===== src/common/sms_pkg.sv =====
// Constants, register map and carrier types for the supply mode sequencer.
// Assumes a 100 MHz system clock and an AXI4-Lite register bus with 32-bit data.
package sms_pkg;

  // Register byte offsets
  localparam logic [7:0] SMS_ADDR_PROTECT = 8'h00;
  localparam logic [7:0] SMS_ADDR_CONTROL = 8'h04;
  localparam logic [7:0] SMS_ADDR_TIMING = 8'h08;
  localparam logic [7:0] SMS_ADDR_FLAG = 8'h0C;
  localparam logic [7:0] SMS_ADDR_MASK = 8'h10;
  localparam logic [7:0] SMS_ADDR_STATUS = 8'h14;

  // Decoded register selects
  localparam logic [2:0] SMS_SEL_NONE = 3'h0;
  localparam logic [2:0] SMS_SEL_PROTECT = 3'h1;
  localparam logic [2:0] SMS_SEL_CONTROL = 3'h2;
  localparam logic [2:0] SMS_SEL_TIMING = 3'h3;
  localparam logic [2:0] SMS_SEL_FLAG = 3'h4;
  localparam logic [2:0] SMS_SEL_MASK = 3'h5;
  localparam logic [2:0] SMS_SEL_STATUS = 3'h6;

  localparam logic [15:0] SMS_PROTECT_KEY = 16'h0096;
  localparam logic [15:0] SMS_PROTECT_RST = 16'h0000;

  // Mode field codes
  localparam logic [2:0] SMS_MODE_AUTO = 3'h0;
  localparam logic [2:0] SMS_MODE_NORMAL = 3'h2;
  localparam logic [2:0] SMS_MODE_ECONOMY = 3'h3;
  localparam logic [2:0] SMS_MODE_PUMP = 3'h5;
  localparam logic [2:0] SMS_MODE_RST = 3'h0;
  localparam logic [1:0] SMS_DIV_RST = 2'h0;

  // Field positions
  localparam int SMS_FLAG_DONE_BIT = 0;
  localparam int SMS_STAT_ECON_BIT = 0;
  localparam int SMS_STAT_PUMP_BIT = 1;
  localparam int SMS_STAT_PEND_BIT = 2;

  localparam logic [1:0] SMS_RESP_OKAY = 2'h0;
  localparam logic [1:0] SMS_RESP_SLVERR = 2'h2;

  // Timing: 100 MHz clock, delays in microseconds (1000 us and 10000 us)
  localparam int SMS_CLK_HZ = 32'h05F5_E100;
  localparam int SMS_HZ_PER_MHZ = 32'h000F_4240;
  localparam int SMS_AUTO_DELAY_US = 32'h0000_03E8;
  localparam int SMS_EXIT_DELAY_US = 32'h0000_2710;
  localparam int SMS_AUTO_DELAY_CYC = SMS_CLK_HZ / SMS_HZ_PER_MHZ * SMS_AUTO_DELAY_US;
  localparam int SMS_EXIT_DELAY_CYC = SMS_CLK_HZ / SMS_HZ_PER_MHZ * SMS_EXIT_DELAY_US;

  typedef enum logic [1:0] {
    SMS_OP_NORMAL = 2'b00,
    SMS_OP_ECONOMY = 2'b01,
    SMS_OP_PUMP = 2'b10
  } sms_op_t;

  // Clock generator and CPU state seen by the sequencer
  typedef struct packed {
    logic fast_run;
    logic cpu_sleep;
    logic crystal_sleep_stop;
  } sms_clk_status_t;

  // Controls toward the regulator and charge pump
  typedef struct packed {
    logic economy_en;
    logic pump_en;
    logic [1:0] pump_div;
  } sms_supply_ctrl_t;

endpackage : sms_pkg


===== src/hw/sms_delay_timer.sv =====
// Restartable delay timer: pulses done once after run has been high LENGTH cycles.
// Assumes run is a synchronous level; dropping it restarts the count.
module sms_delay_timer #(
  parameter int WIDTH = 20,
  parameter int LENGTH = 100000
) (
  input wire logic clk,
  input wire logic rst,
  input wire logic run,
  output logic done
);

  localparam logic [WIDTH-1:0] LEN_W = WIDTH'(LENGTH);
  localparam logic [WIDTH-1:0] ONE_W = WIDTH'(1);

  logic [WIDTH-1:0] cnt_reg;
  logic [WIDTH-1:0] cnt_next;
  logic done_reg;
  logic done_next;

  if (LENGTH < 2 || LENGTH >= (2 ** WIDTH) - 1)
  begin : g_check
    $error("sms_delay_timer: LENGTH does not fit WIDTH");
  end

  always_comb
  begin
    cnt_next = cnt_reg;
    done_next = 1'b0;
    if (!run)
    begin
      cnt_next = '0;
    end
    else if (cnt_reg != LEN_W)
    begin
      cnt_next = cnt_reg + ONE_W;
      // Saturating at LENGTH keeps the pulse single while run stays high
      done_next = (cnt_reg == LEN_W - ONE_W);
    end
  end

  always_ff @(posedge clk)
  begin
    if (rst)
    begin
      cnt_reg <= '0;
      done_reg <= 1'b0;
    end
    else
    begin
      cnt_reg <= cnt_next;
      done_reg <= done_next;
    end
  end

  assign done = done_reg;

endmodule : sms_delay_timer


===== src/hw/sms_sequencer.sv =====
// Supply mode sequencer: key-protected mode register, automatic normal/economy
// switching, super economy exit delay and the transition-done interrupt.
// Assumes an AXI4-Lite master on CLK and clock/CPU status synchronous to CLK.
module sms_sequencer #(
  parameter int AUTO_DELAY_CYC = sms_pkg::SMS_AUTO_DELAY_CYC,
  parameter int EXIT_DELAY_CYC = sms_pkg::SMS_EXIT_DELAY_CYC,
  parameter int TIMER_WIDTH = 20
) (
  input wire logic CLK,
  input wire logic RST,
  input wire logic [7:0] AWADDR,
  input wire logic AWVALID,
  output logic AWREADY,
  input wire logic [31:0] WDATA,
  input wire logic [3:0] WSTRB,
  input wire logic WVALID,
  output logic WREADY,
  output logic [1:0] BRESP,
  output logic BVALID,
  input wire logic BREADY,
  input wire logic [7:0] ARADDR,
  input wire logic ARVALID,
  output logic ARREADY,
  output logic [31:0] RDATA,
  output logic [1:0] RRESP,
  output logic RVALID,
  input wire logic RREADY,
  input wire sms_pkg::sms_clk_status_t CLK_STATUS,
  output sms_pkg::sms_supply_ctrl_t SUPPLY_CTRL,
  output logic IRQ
);

  function automatic logic [2:0] sms_decode(input logic [7:0] a);
    if (a == sms_pkg::SMS_ADDR_PROTECT) return sms_pkg::SMS_SEL_PROTECT;
    else if (a == sms_pkg::SMS_ADDR_CONTROL) return sms_pkg::SMS_SEL_CONTROL;
    else if (a == sms_pkg::SMS_ADDR_TIMING) return sms_pkg::SMS_SEL_TIMING;
    else if (a == sms_pkg::SMS_ADDR_FLAG) return sms_pkg::SMS_SEL_FLAG;
    else if (a == sms_pkg::SMS_ADDR_MASK) return sms_pkg::SMS_SEL_MASK;
    else if (a == sms_pkg::SMS_ADDR_STATUS) return sms_pkg::SMS_SEL_STATUS;
    else return sms_pkg::SMS_SEL_NONE;
  endfunction : sms_decode

  function automatic logic sms_legal(input logic [2:0] m);
    return m == sms_pkg::SMS_MODE_AUTO || m == sms_pkg::SMS_MODE_NORMAL ||
           m == sms_pkg::SMS_MODE_ECONOMY || m == sms_pkg::SMS_MODE_PUMP;
  endfunction : sms_legal

  if (AUTO_DELAY_CYC < 2 || EXIT_DELAY_CYC < 2 || TIMER_WIDTH > 31)
  begin : g_check
    $error("sms_sequencer: delay parameters out of range");
  end

  // Bus state
  logic aw_have_reg, aw_have_next, w_have_reg, w_have_next;
  logic [7:0] aw_addr_reg, aw_addr_next;
  logic [31:0] w_data_reg, w_data_next;
  logic [3:0] w_strb_reg, w_strb_next;
  logic awready_reg, awready_next, wready_reg, wready_next;
  logic bvalid_reg, bvalid_next, arready_reg, arready_next, rvalid_reg, rvalid_next;
  logic [1:0] bresp_reg, bresp_next, rresp_reg, rresp_next;
  logic [31:0] rdata_reg, rdata_next;
  // Block state
  logic [15:0] key_reg, key_next;
  logic [2:0] mode_reg, mode_next;
  logic [1:0] div_reg, div_next;
  logic flag_reg, flag_next, mask_reg, mask_next, pend_reg, pend_next;
  logic sleep_prev_reg, irq_reg, irq_next;
  sms_pkg::sms_op_t op_reg, op_next;
  sms_pkg::sms_supply_ctrl_t ctrl_reg, ctrl_next;
  // Helpers
  logic wr_fire, ar_take, sleep_entry, wake, auto_mode, auto_run, auto_done, exit_done;
  logic flag_clr, mode_wr_ok;
  logic [2:0] wr_sel;

  assign wr_fire = aw_have_reg && w_have_reg && !bvalid_reg;
  assign wr_sel = sms_decode(aw_addr_reg);
  assign ar_take = ARVALID && arready_reg;
  assign sleep_entry = CLK_STATUS.cpu_sleep && !sleep_prev_reg;
  assign wake = !CLK_STATUS.cpu_sleep && sleep_prev_reg;
  assign auto_mode = mode_reg == sms_pkg::SMS_MODE_AUTO;
  // Runs in automatic normal operation while only the crystal is left, awake or asleep, except on a crystal-stopping sleep entry
  assign auto_run = auto_mode && op_reg == sms_pkg::SMS_OP_NORMAL &&
                    !CLK_STATUS.fast_run && !(sleep_entry && CLK_STATUS.crystal_sleep_stop);
  assign flag_clr = wr_fire && wr_sel == sms_pkg::SMS_SEL_FLAG &&
                    w_strb_reg[0] && w_data_reg[sms_pkg::SMS_FLAG_DONE_BIT];
  assign mode_wr_ok = wr_fire && wr_sel == sms_pkg::SMS_SEL_CONTROL && w_strb_reg[0] &&
                      key_reg == sms_pkg::SMS_PROTECT_KEY && sms_legal(w_data_reg[2:0]);

  sms_delay_timer #(.WIDTH(TIMER_WIDTH), .LENGTH(AUTO_DELAY_CYC)) u_auto_timer (
    .clk(CLK),
    .rst(RST),
    .run(auto_run),
    .done(auto_done)
  );

  sms_delay_timer #(.WIDTH(TIMER_WIDTH), .LENGTH(EXIT_DELAY_CYC)) u_exit_timer (
    .clk(CLK),
    .rst(RST),
    .run(pend_reg),
    .done(exit_done)
  );

  // Bus channels
  always_comb
  begin
    aw_have_next = aw_have_reg && !wr_fire;
    aw_addr_next = aw_addr_reg;
    if (AWVALID && awready_reg)
    begin
      aw_have_next = 1'b1;
      aw_addr_next = AWADDR;
    end
    w_have_next = w_have_reg && !wr_fire;
    w_data_next = w_data_reg;
    w_strb_next = w_strb_reg;
    if (WVALID && wready_reg)
    begin
      w_have_next = 1'b1;
      w_data_next = WDATA;
      w_strb_next = WSTRB;
    end
    awready_next = !aw_have_next;
    wready_next = !w_have_next;
    bvalid_next = bvalid_reg && !BREADY;
    bresp_next = bresp_reg;
    if (wr_fire)
    begin
      bvalid_next = 1'b1;
      bresp_next = (wr_sel == sms_pkg::SMS_SEL_NONE) ? sms_pkg::SMS_RESP_SLVERR
                                                    : sms_pkg::SMS_RESP_OKAY;
    end
    rvalid_next = rvalid_reg && !RREADY;
    rdata_next = rdata_reg;
    rresp_next = rresp_reg;
    if (ar_take)
    begin
      rvalid_next = 1'b1;
      rresp_next = sms_pkg::SMS_RESP_OKAY;
      rdata_next = '0;
      case (sms_decode(ARADDR))
        sms_pkg::SMS_SEL_PROTECT: rdata_next[15:0] = key_reg;
        sms_pkg::SMS_SEL_CONTROL: rdata_next[2:0] = mode_reg;
        sms_pkg::SMS_SEL_TIMING: rdata_next[1:0] = div_reg;
        sms_pkg::SMS_SEL_FLAG: rdata_next[sms_pkg::SMS_FLAG_DONE_BIT] = flag_reg;
        sms_pkg::SMS_SEL_MASK: rdata_next[sms_pkg::SMS_FLAG_DONE_BIT] = mask_reg;
        sms_pkg::SMS_SEL_STATUS:
        begin
          rdata_next[sms_pkg::SMS_STAT_ECON_BIT] = op_reg == sms_pkg::SMS_OP_ECONOMY;
          rdata_next[sms_pkg::SMS_STAT_PUMP_BIT] = op_reg == sms_pkg::SMS_OP_PUMP;
          rdata_next[sms_pkg::SMS_STAT_PEND_BIT] = pend_reg;
        end
        default: rresp_next = sms_pkg::SMS_RESP_SLVERR;
      endcase
    end
    arready_next = !rvalid_next;
  end

  // Registers and mode sequencing
  always_comb
  begin
    key_next = key_reg;
    mode_next = mode_reg;
    div_next = div_reg;
    mask_next = mask_reg;
    if (wr_fire && wr_sel == sms_pkg::SMS_SEL_PROTECT)
      key_next = {w_strb_reg[1] ? w_data_reg[15:8] : key_reg[15:8],
                  w_strb_reg[0] ? w_data_reg[7:0] : key_reg[7:0]};
    if (wr_fire && wr_sel == sms_pkg::SMS_SEL_TIMING && w_strb_reg[0]) div_next = w_data_reg[1:0];
    if (wr_fire && wr_sel == sms_pkg::SMS_SEL_MASK && w_strb_reg[0])
      mask_next = w_data_reg[sms_pkg::SMS_FLAG_DONE_BIT];
    if (mode_wr_ok) mode_next = w_data_reg[2:0];
    pend_next = pend_reg && !exit_done;
    if (mode_next != mode_reg && mode_reg == sms_pkg::SMS_MODE_PUMP &&
        (mode_next == sms_pkg::SMS_MODE_AUTO || mode_next == sms_pkg::SMS_MODE_ECONOMY))
      pend_next = 1'b1;
    if (mode_next == sms_pkg::SMS_MODE_PUMP) pend_next = 1'b0;
    op_next = op_reg;
    case (mode_reg)
      sms_pkg::SMS_MODE_NORMAL: op_next = sms_pkg::SMS_OP_NORMAL;
      sms_pkg::SMS_MODE_ECONOMY: op_next = sms_pkg::SMS_OP_ECONOMY;
      sms_pkg::SMS_MODE_PUMP: op_next = sms_pkg::SMS_OP_PUMP;
      default:
      begin
        // Automatic mode; a pump exit lands in economy until a fast clock appears
        if (op_reg == sms_pkg::SMS_OP_PUMP) op_next = sms_pkg::SMS_OP_ECONOMY;
        else if (wake) op_next = CLK_STATUS.fast_run ? sms_pkg::SMS_OP_NORMAL
                                                     : sms_pkg::SMS_OP_ECONOMY;
        else if (op_reg == sms_pkg::SMS_OP_ECONOMY && CLK_STATUS.fast_run)
          op_next = sms_pkg::SMS_OP_NORMAL;
        else if (op_reg == sms_pkg::SMS_OP_NORMAL && sleep_entry &&
                 CLK_STATUS.crystal_sleep_stop)
          op_next = sms_pkg::SMS_OP_ECONOMY;
        else if (op_reg == sms_pkg::SMS_OP_NORMAL && auto_done && !CLK_STATUS.fast_run)
          op_next = sms_pkg::SMS_OP_ECONOMY;
      end
    endcase
    // Hardware set wins over a software clear in the same cycle
    flag_next = (flag_reg && !flag_clr) || exit_done ||
                (auto_mode && op_reg == sms_pkg::SMS_OP_NORMAL && auto_done &&
                 !CLK_STATUS.fast_run);
    irq_next = flag_next && mask_next;
    ctrl_next.economy_en = op_next == sms_pkg::SMS_OP_ECONOMY;
    ctrl_next.pump_en = op_next == sms_pkg::SMS_OP_PUMP;
    ctrl_next.pump_div = div_next;
  end

  always_ff @(posedge CLK)
  begin
    if (RST)
    begin
      aw_have_reg <= 1'b0;
      aw_addr_reg <= 8'h00;
      w_have_reg <= 1'b0;
      w_data_reg <= 32'h0000_0000;
      w_strb_reg <= 4'h0;
      awready_reg <= 1'b1;
      wready_reg <= 1'b1;
      bvalid_reg <= 1'b0;
      bresp_reg <= sms_pkg::SMS_RESP_OKAY;
      arready_reg <= 1'b1;
      rvalid_reg <= 1'b0;
      rdata_reg <= 32'h0000_0000;
      rresp_reg <= sms_pkg::SMS_RESP_OKAY;
      key_reg <= sms_pkg::SMS_PROTECT_RST;
      mode_reg <= sms_pkg::SMS_MODE_RST;
      div_reg <= sms_pkg::SMS_DIV_RST;
      flag_reg <= 1'b0;
      mask_reg <= 1'b0;
      pend_reg <= 1'b0;
      sleep_prev_reg <= 1'b0;
      irq_reg <= 1'b0;
      op_reg <= sms_pkg::SMS_OP_NORMAL;
      ctrl_reg <= '0;
    end
    else
    begin
      aw_have_reg <= aw_have_next;
      aw_addr_reg <= aw_addr_next;
      w_have_reg <= w_have_next;
      w_data_reg <= w_data_next;
      w_strb_reg <= w_strb_next;
      awready_reg <= awready_next;
      wready_reg <= wready_next;
      bvalid_reg <= bvalid_next;
      bresp_reg <= bresp_next;
      arready_reg <= arready_next;
      rvalid_reg <= rvalid_next;
      rdata_reg <= rdata_next;
      rresp_reg <= rresp_next;
      key_reg <= key_next;
      mode_reg <= mode_next;
      div_reg <= div_next;
      flag_reg <= flag_next;
      mask_reg <= mask_next;
      pend_reg <= pend_next;
      sleep_prev_reg <= CLK_STATUS.cpu_sleep;
      irq_reg <= irq_next;
      op_reg <= op_next;
      ctrl_reg <= ctrl_next;
    end
  end

  assign AWREADY = awready_reg;
  assign WREADY = wready_reg;
  assign BVALID = bvalid_reg;
  assign BRESP = bresp_reg;
  assign ARREADY = arready_reg;
  assign RVALID = rvalid_reg;
  assign RDATA = rdata_reg;
  assign RRESP = rresp_reg;
  assign SUPPLY_CTRL = ctrl_reg;
  assign IRQ = irq_reg;
endmodule : sms_sequencer


===== config.mk =====
export PLATFORM = sky130hd
export DESIGN_NAME = sms_sequencer
export DESIGN_NICKNAME = d
export VERILOG_FILES = /design/src/common/sms_pkg.sv /design/src/hw/sms_delay_timer.sv /design/src/hw/sms_sequencer.sv
export SDC_FILE = /design/constraint.sdc
export NUM_CORES = 1
export LEC_CHECK = 0
export BUFFER_PORTS_ARGS = -buffer_cell sky130_fd_sc_hd__buf_4
export CAP_MARGIN = 25
export CORE_MARGIN = 5
export CORE_UTILIZATION = 48
export CTS_BUF_LIST = sky130_fd_sc_hd__clkbuf_2
export DETAILED_ROUTE_END_ITERATION = 10
export PLACE_DENSITY = 0.78
export SYNTH_ARGS = -nofsm -noshare
export SYNTH_HDL_FRONTEND = slang
export SYNTH_SLANG_ARGS = --single-unit

===== constraint.sdc =====
create_clock -name CLK -period 3.35 [get_ports CLK]
set_input_delay 0.1675 -clock CLK [delete_from_list [all_inputs] [get_ports CLK]]
set_output_delay 0.1675 -clock CLK [all_outputs]
set_load 0.05 [all_outputs]

==> results by group <==
Setup path
  • CP Max Fanout: 5
  • Crit. End Element: register
  • Arrival time worst endpoint: 3.32 ns
  • R2r worst-path depth: 4
  • Flop-to-flop setup slack: around 1.3 ns
  • Startpoint Class: primary input
  • CP Class: in2reg
  • Reg2reg end: RDATA[1]
  • CP required: around 3.9 ns
  • Reg2Reg Launch Point: ARREADY

CTS
  • Clk root buf: clkbuf_2
  • Total clock buffers created by CTS: 17
  • H-tree depth reported by CTS: 4
  • CTS tree: yes
  • Clk slew on worst S/H paths: 0.18 ns
  • Clock Tree Buf Depth: 2
  • Sink Count: 123
  • Worst-Skew Late Latency: around 0.64 ns

Timing
  • Final hold violation count: 0
  • Pins Over Slew Limit: 0
  • Fmax: ~0.36 GHz
  • Min Tclk post-route: roughly 2.8 ns
  • Final period utilization: 0.841
  • Post-route setup slack: 0.533 ns
  • RSZ-0062 raised after global routing: no
  • Slew @ Worst Pin: 0.791 ns
  • Accumulated negative setup slack: 0 ns
  • Max_slew headroom: 0.473
  • Clock skew: 0.0196 ns
  • Setup Viol. Count Final: 0

Floorplan
  • DIE HEIGHT: between 100 and 150 um
  • Die area: 13300 um2
  • Die width: around 120 um
  • Core Area: 10800 um2
  • Row cnt: 38
  • IO Pins: about 110
  • Initial Util: 0.490

GRT
  • Vias in the first global route: around 4500
  • First-pass GRT wire length: just over 20000 um
  • All-layer global routing usage: 0.195
  • Initial antenna violation count: 0
  • Largest net degree at the start of global routing: just over 80
  • GRT Residual Overflow: 0

Worst hold path
  • Worst Min Path Start: RST
  • Worst hold path endpoint: SUPPLY_CTRL[0]
  • Hold Crit Class: in2reg
  • Hold Path Depth: 2

Pwr
  • P per Cell Area: about 420 nW/um2
  • VDD IR max: approximately 0.20 mV
  • Sequential fraction of design power: 0.554
  • Combinational group share of total power: 0.105
  • Switching share of power: 0.268
  • Clock network fraction of total power: 0.341
  • NetSw: around 0.00074 W
  • Static Leak: about 2.6 nW
  • P_int: approximately 0.002 W

Detailed routing
  • Final wirelength: between 10000 and 15000 um
  • Drc violations: 0
  • DR iter-0 viols: roughly 300
  • Post-DRT Antenna Nets: 0
  • DR vias/cell: between 5 and 6
  • Drt wl/cell: 14.3 um
  • Drt pass-1 iters: 6
  • Via count: 4621

Cells and area
  • FF+latch area: approximately 2500 um2
  • Layout Nets: ~780
  • Non-Filler Instances: 865
  • N_diodes: 0
  • Multi-input gate area: about 2600 um2
  • Area Overhead vs Synth: 23.3%
  • Filler Cell Count: 892
  • Most common cell after layout, fill and taps aside: dfxtp_1
  • Most frequent cells in the layout: 123 x dfxtp_1, 82 x nor2_1, 73 x buf_4
  • Layout cells sized above 1: 0.159

Logic synthesis
  • FF+latch count, synth: 123
  • Synth Instances: 600
  • Post-synth ARST share: 0
  • Compound-gate portion of the synthesized area: 0.0931
  • Post-Synth XOR/XNOR Area: 0.0577
  • Largest family of logic cells by synthesized area: simple AND/OR/NAND/NOR gates
  • Yosys cell types: 55
  • Simple-gate share of the synthesized area: 0.254
  • Mux cell area share after synthesis: 0.0533
  • Dominant synthesized flop cell: dfxtp_1
  • Post-synthesis sequential area ratio: 0.464
  • Post-Synth Adder-Cell Area: 0.0212
  • Number of synthesized flops with an enable pin: 0
  • Mean Syn Cell Area: a little under 9 um2
  • Synth warn: 0
  • Synth Cell Area: ~5300 um2

Place
  • HPWL after DPL: approximately 8300 um
  • Placed insts: slightly below 800
  • Gp weighted congestion: roughly 0.9
  • Port Buffers: between 70 and 80
  • Post-Place Setup Slack: around 0.46 ns

Flow run
  • Maxcap violations: 0

Outcome
  • Status: finished clean
## per-layer routing
metal | track usage | routed length [um] | share of wire | up-vias
met5 | 0 | 0 | 0 | -
met4 | 0.0994 | 419 | 0.034 | 0
met3 | 0.0463 | 681 | 0.055 | 34
met2 | 0.347 | 6320 | 0.51 | 161
met1 | 0.216 | 4980 | 0.40 | 2161
li1 | - | - | - | 2265
## final cells by class
cell class | count | share of cell area
Timing Repair Buffer | 116 | 0.149
Clock buffer | 18 | 0.0138
Clock inverter | 14 | 0.0235
Inverter | 20 | 0.0115
Multi-Input combinational cell | 434 | 0.399
Sequential cell | 123 | 0.376
Tap cell | 140 | 0.0268
## worst max path at each step
| stage | startpoint | to | slack (ns) |
|---|---|---|---|
| 4_1_cts | ARADDR[1] | RDATA[1] | 0.63 |
| 3_5_place_dp | ARADDR[0] | RDATA[0] | 0.46 |
| 6_report | ARADDR[1] | RDATA[1] | 0.53 |
| 5_1_grt | ARADDR[1] | RDATA[1] | 0.36 |
| 2_1_floorplan | ARADDR[0] | RDATA[0] | 0.82 |
| 3_3_place_gp | ARADDR[0] | RDATA[0] | 0.55 |
## cell usage after synthesis, drive strengths merged, types with 2 or more instances
master    n  area [um2]
nand2b   12        75.1
and3b     3        26.3
and4      2        17.5
xor2     19         166
a221o     2        20.0
a21oi    39         195
nor3     11        55.1
or4       4        37.5
mux2      2        22.5
a21boi    2        15.0
or3b      2        17.5
a211oi    3        35.0
ha        9         113
clkbuf   17        63.8
a22oi    13        97.6
inv      20        75.1
nor2b     2        12.5
nor3b     4        30.0
nor4b     4        50.1
nand4    12        75.1
o21ai     6        30.0
nand3    24         120
or2       2        12.5
and2      3        18.8
nand3b    2        15.0
a21o      2        15.0
nor2     82         308
nand2    70         263
a221oi    2        23.8
nand4b    3        26.3
dfxtp   123        2460
xnor2    16         140
nor4     12        90.1
buf      23         159
mux2i    26         260
or3       3        18.8
and3      8        50.1
## per-stage QoR
step                      instance area (um2)   util  hold WS (ns)  total power (W)
after floorplan                          5370      -         0.296          0.00173
after global placement                   5870  0.542         0.406          0.00179
after detailed placement                 5870  0.542         0.416          0.00180
after CTS                                6550  0.604       0.00193          0.00277
after global routing                     6550  0.604        0.0300          0.00288
final                                    6550  0.604        0.0618          0.00276
## power groups by stage
| stage | Clock (W) | Combinational, W | Sequential, W |
|---|---|---|---|
| 5_1_grt | 0.00104 | 0.000311 | 0.00153 |
| 2_1_floorplan | 0 | 0.000160 | 0.00157 |
| 3_3_place_gp | 0 | 0.000238 | 0.00155 |
| 3_5_place_dp | 0 | 0.000243 | 0.00156 |
| 6_report | 0.000940 | 0.000290 | 0.00153 |
| 4_1_cts | 0.000964 | 0.000283 | 0.00153 |
## cell families (layout without fill, tap and decap cells)
kind of cell,Yosys count,in the layout
and+or+nand+nor,268,268
DFF,123,123
AOI/OAI and AO/OA,76,76
buffers and inverters,60,168
xor gates and xnor gates,35,35
muxes,28,28
adders and majority gates,9,9
other,1,18
## critical path: stages
cell	delay (ns)
dlygate4sd3_1	0.53
buf_4	0.14
or2_2	0.32
a211oi_1	0.40
inv_1	0.16
ha_1	0.31
a222oi_1	0.37
nor2_1	0.07
a21oi_1	0.14
a2111o_1	0.11
dlygate4sd3_1	0.54
a21oi_1	0.06
## timing repair
action / CTS / global route
hold endpoints to repair: 35 / 0
resized for setup: 0 / 0
hold buffers: 43 / 0
buffers inserted: 0 / 0
No activity file was read; power rests on OpenSTA's default activity.
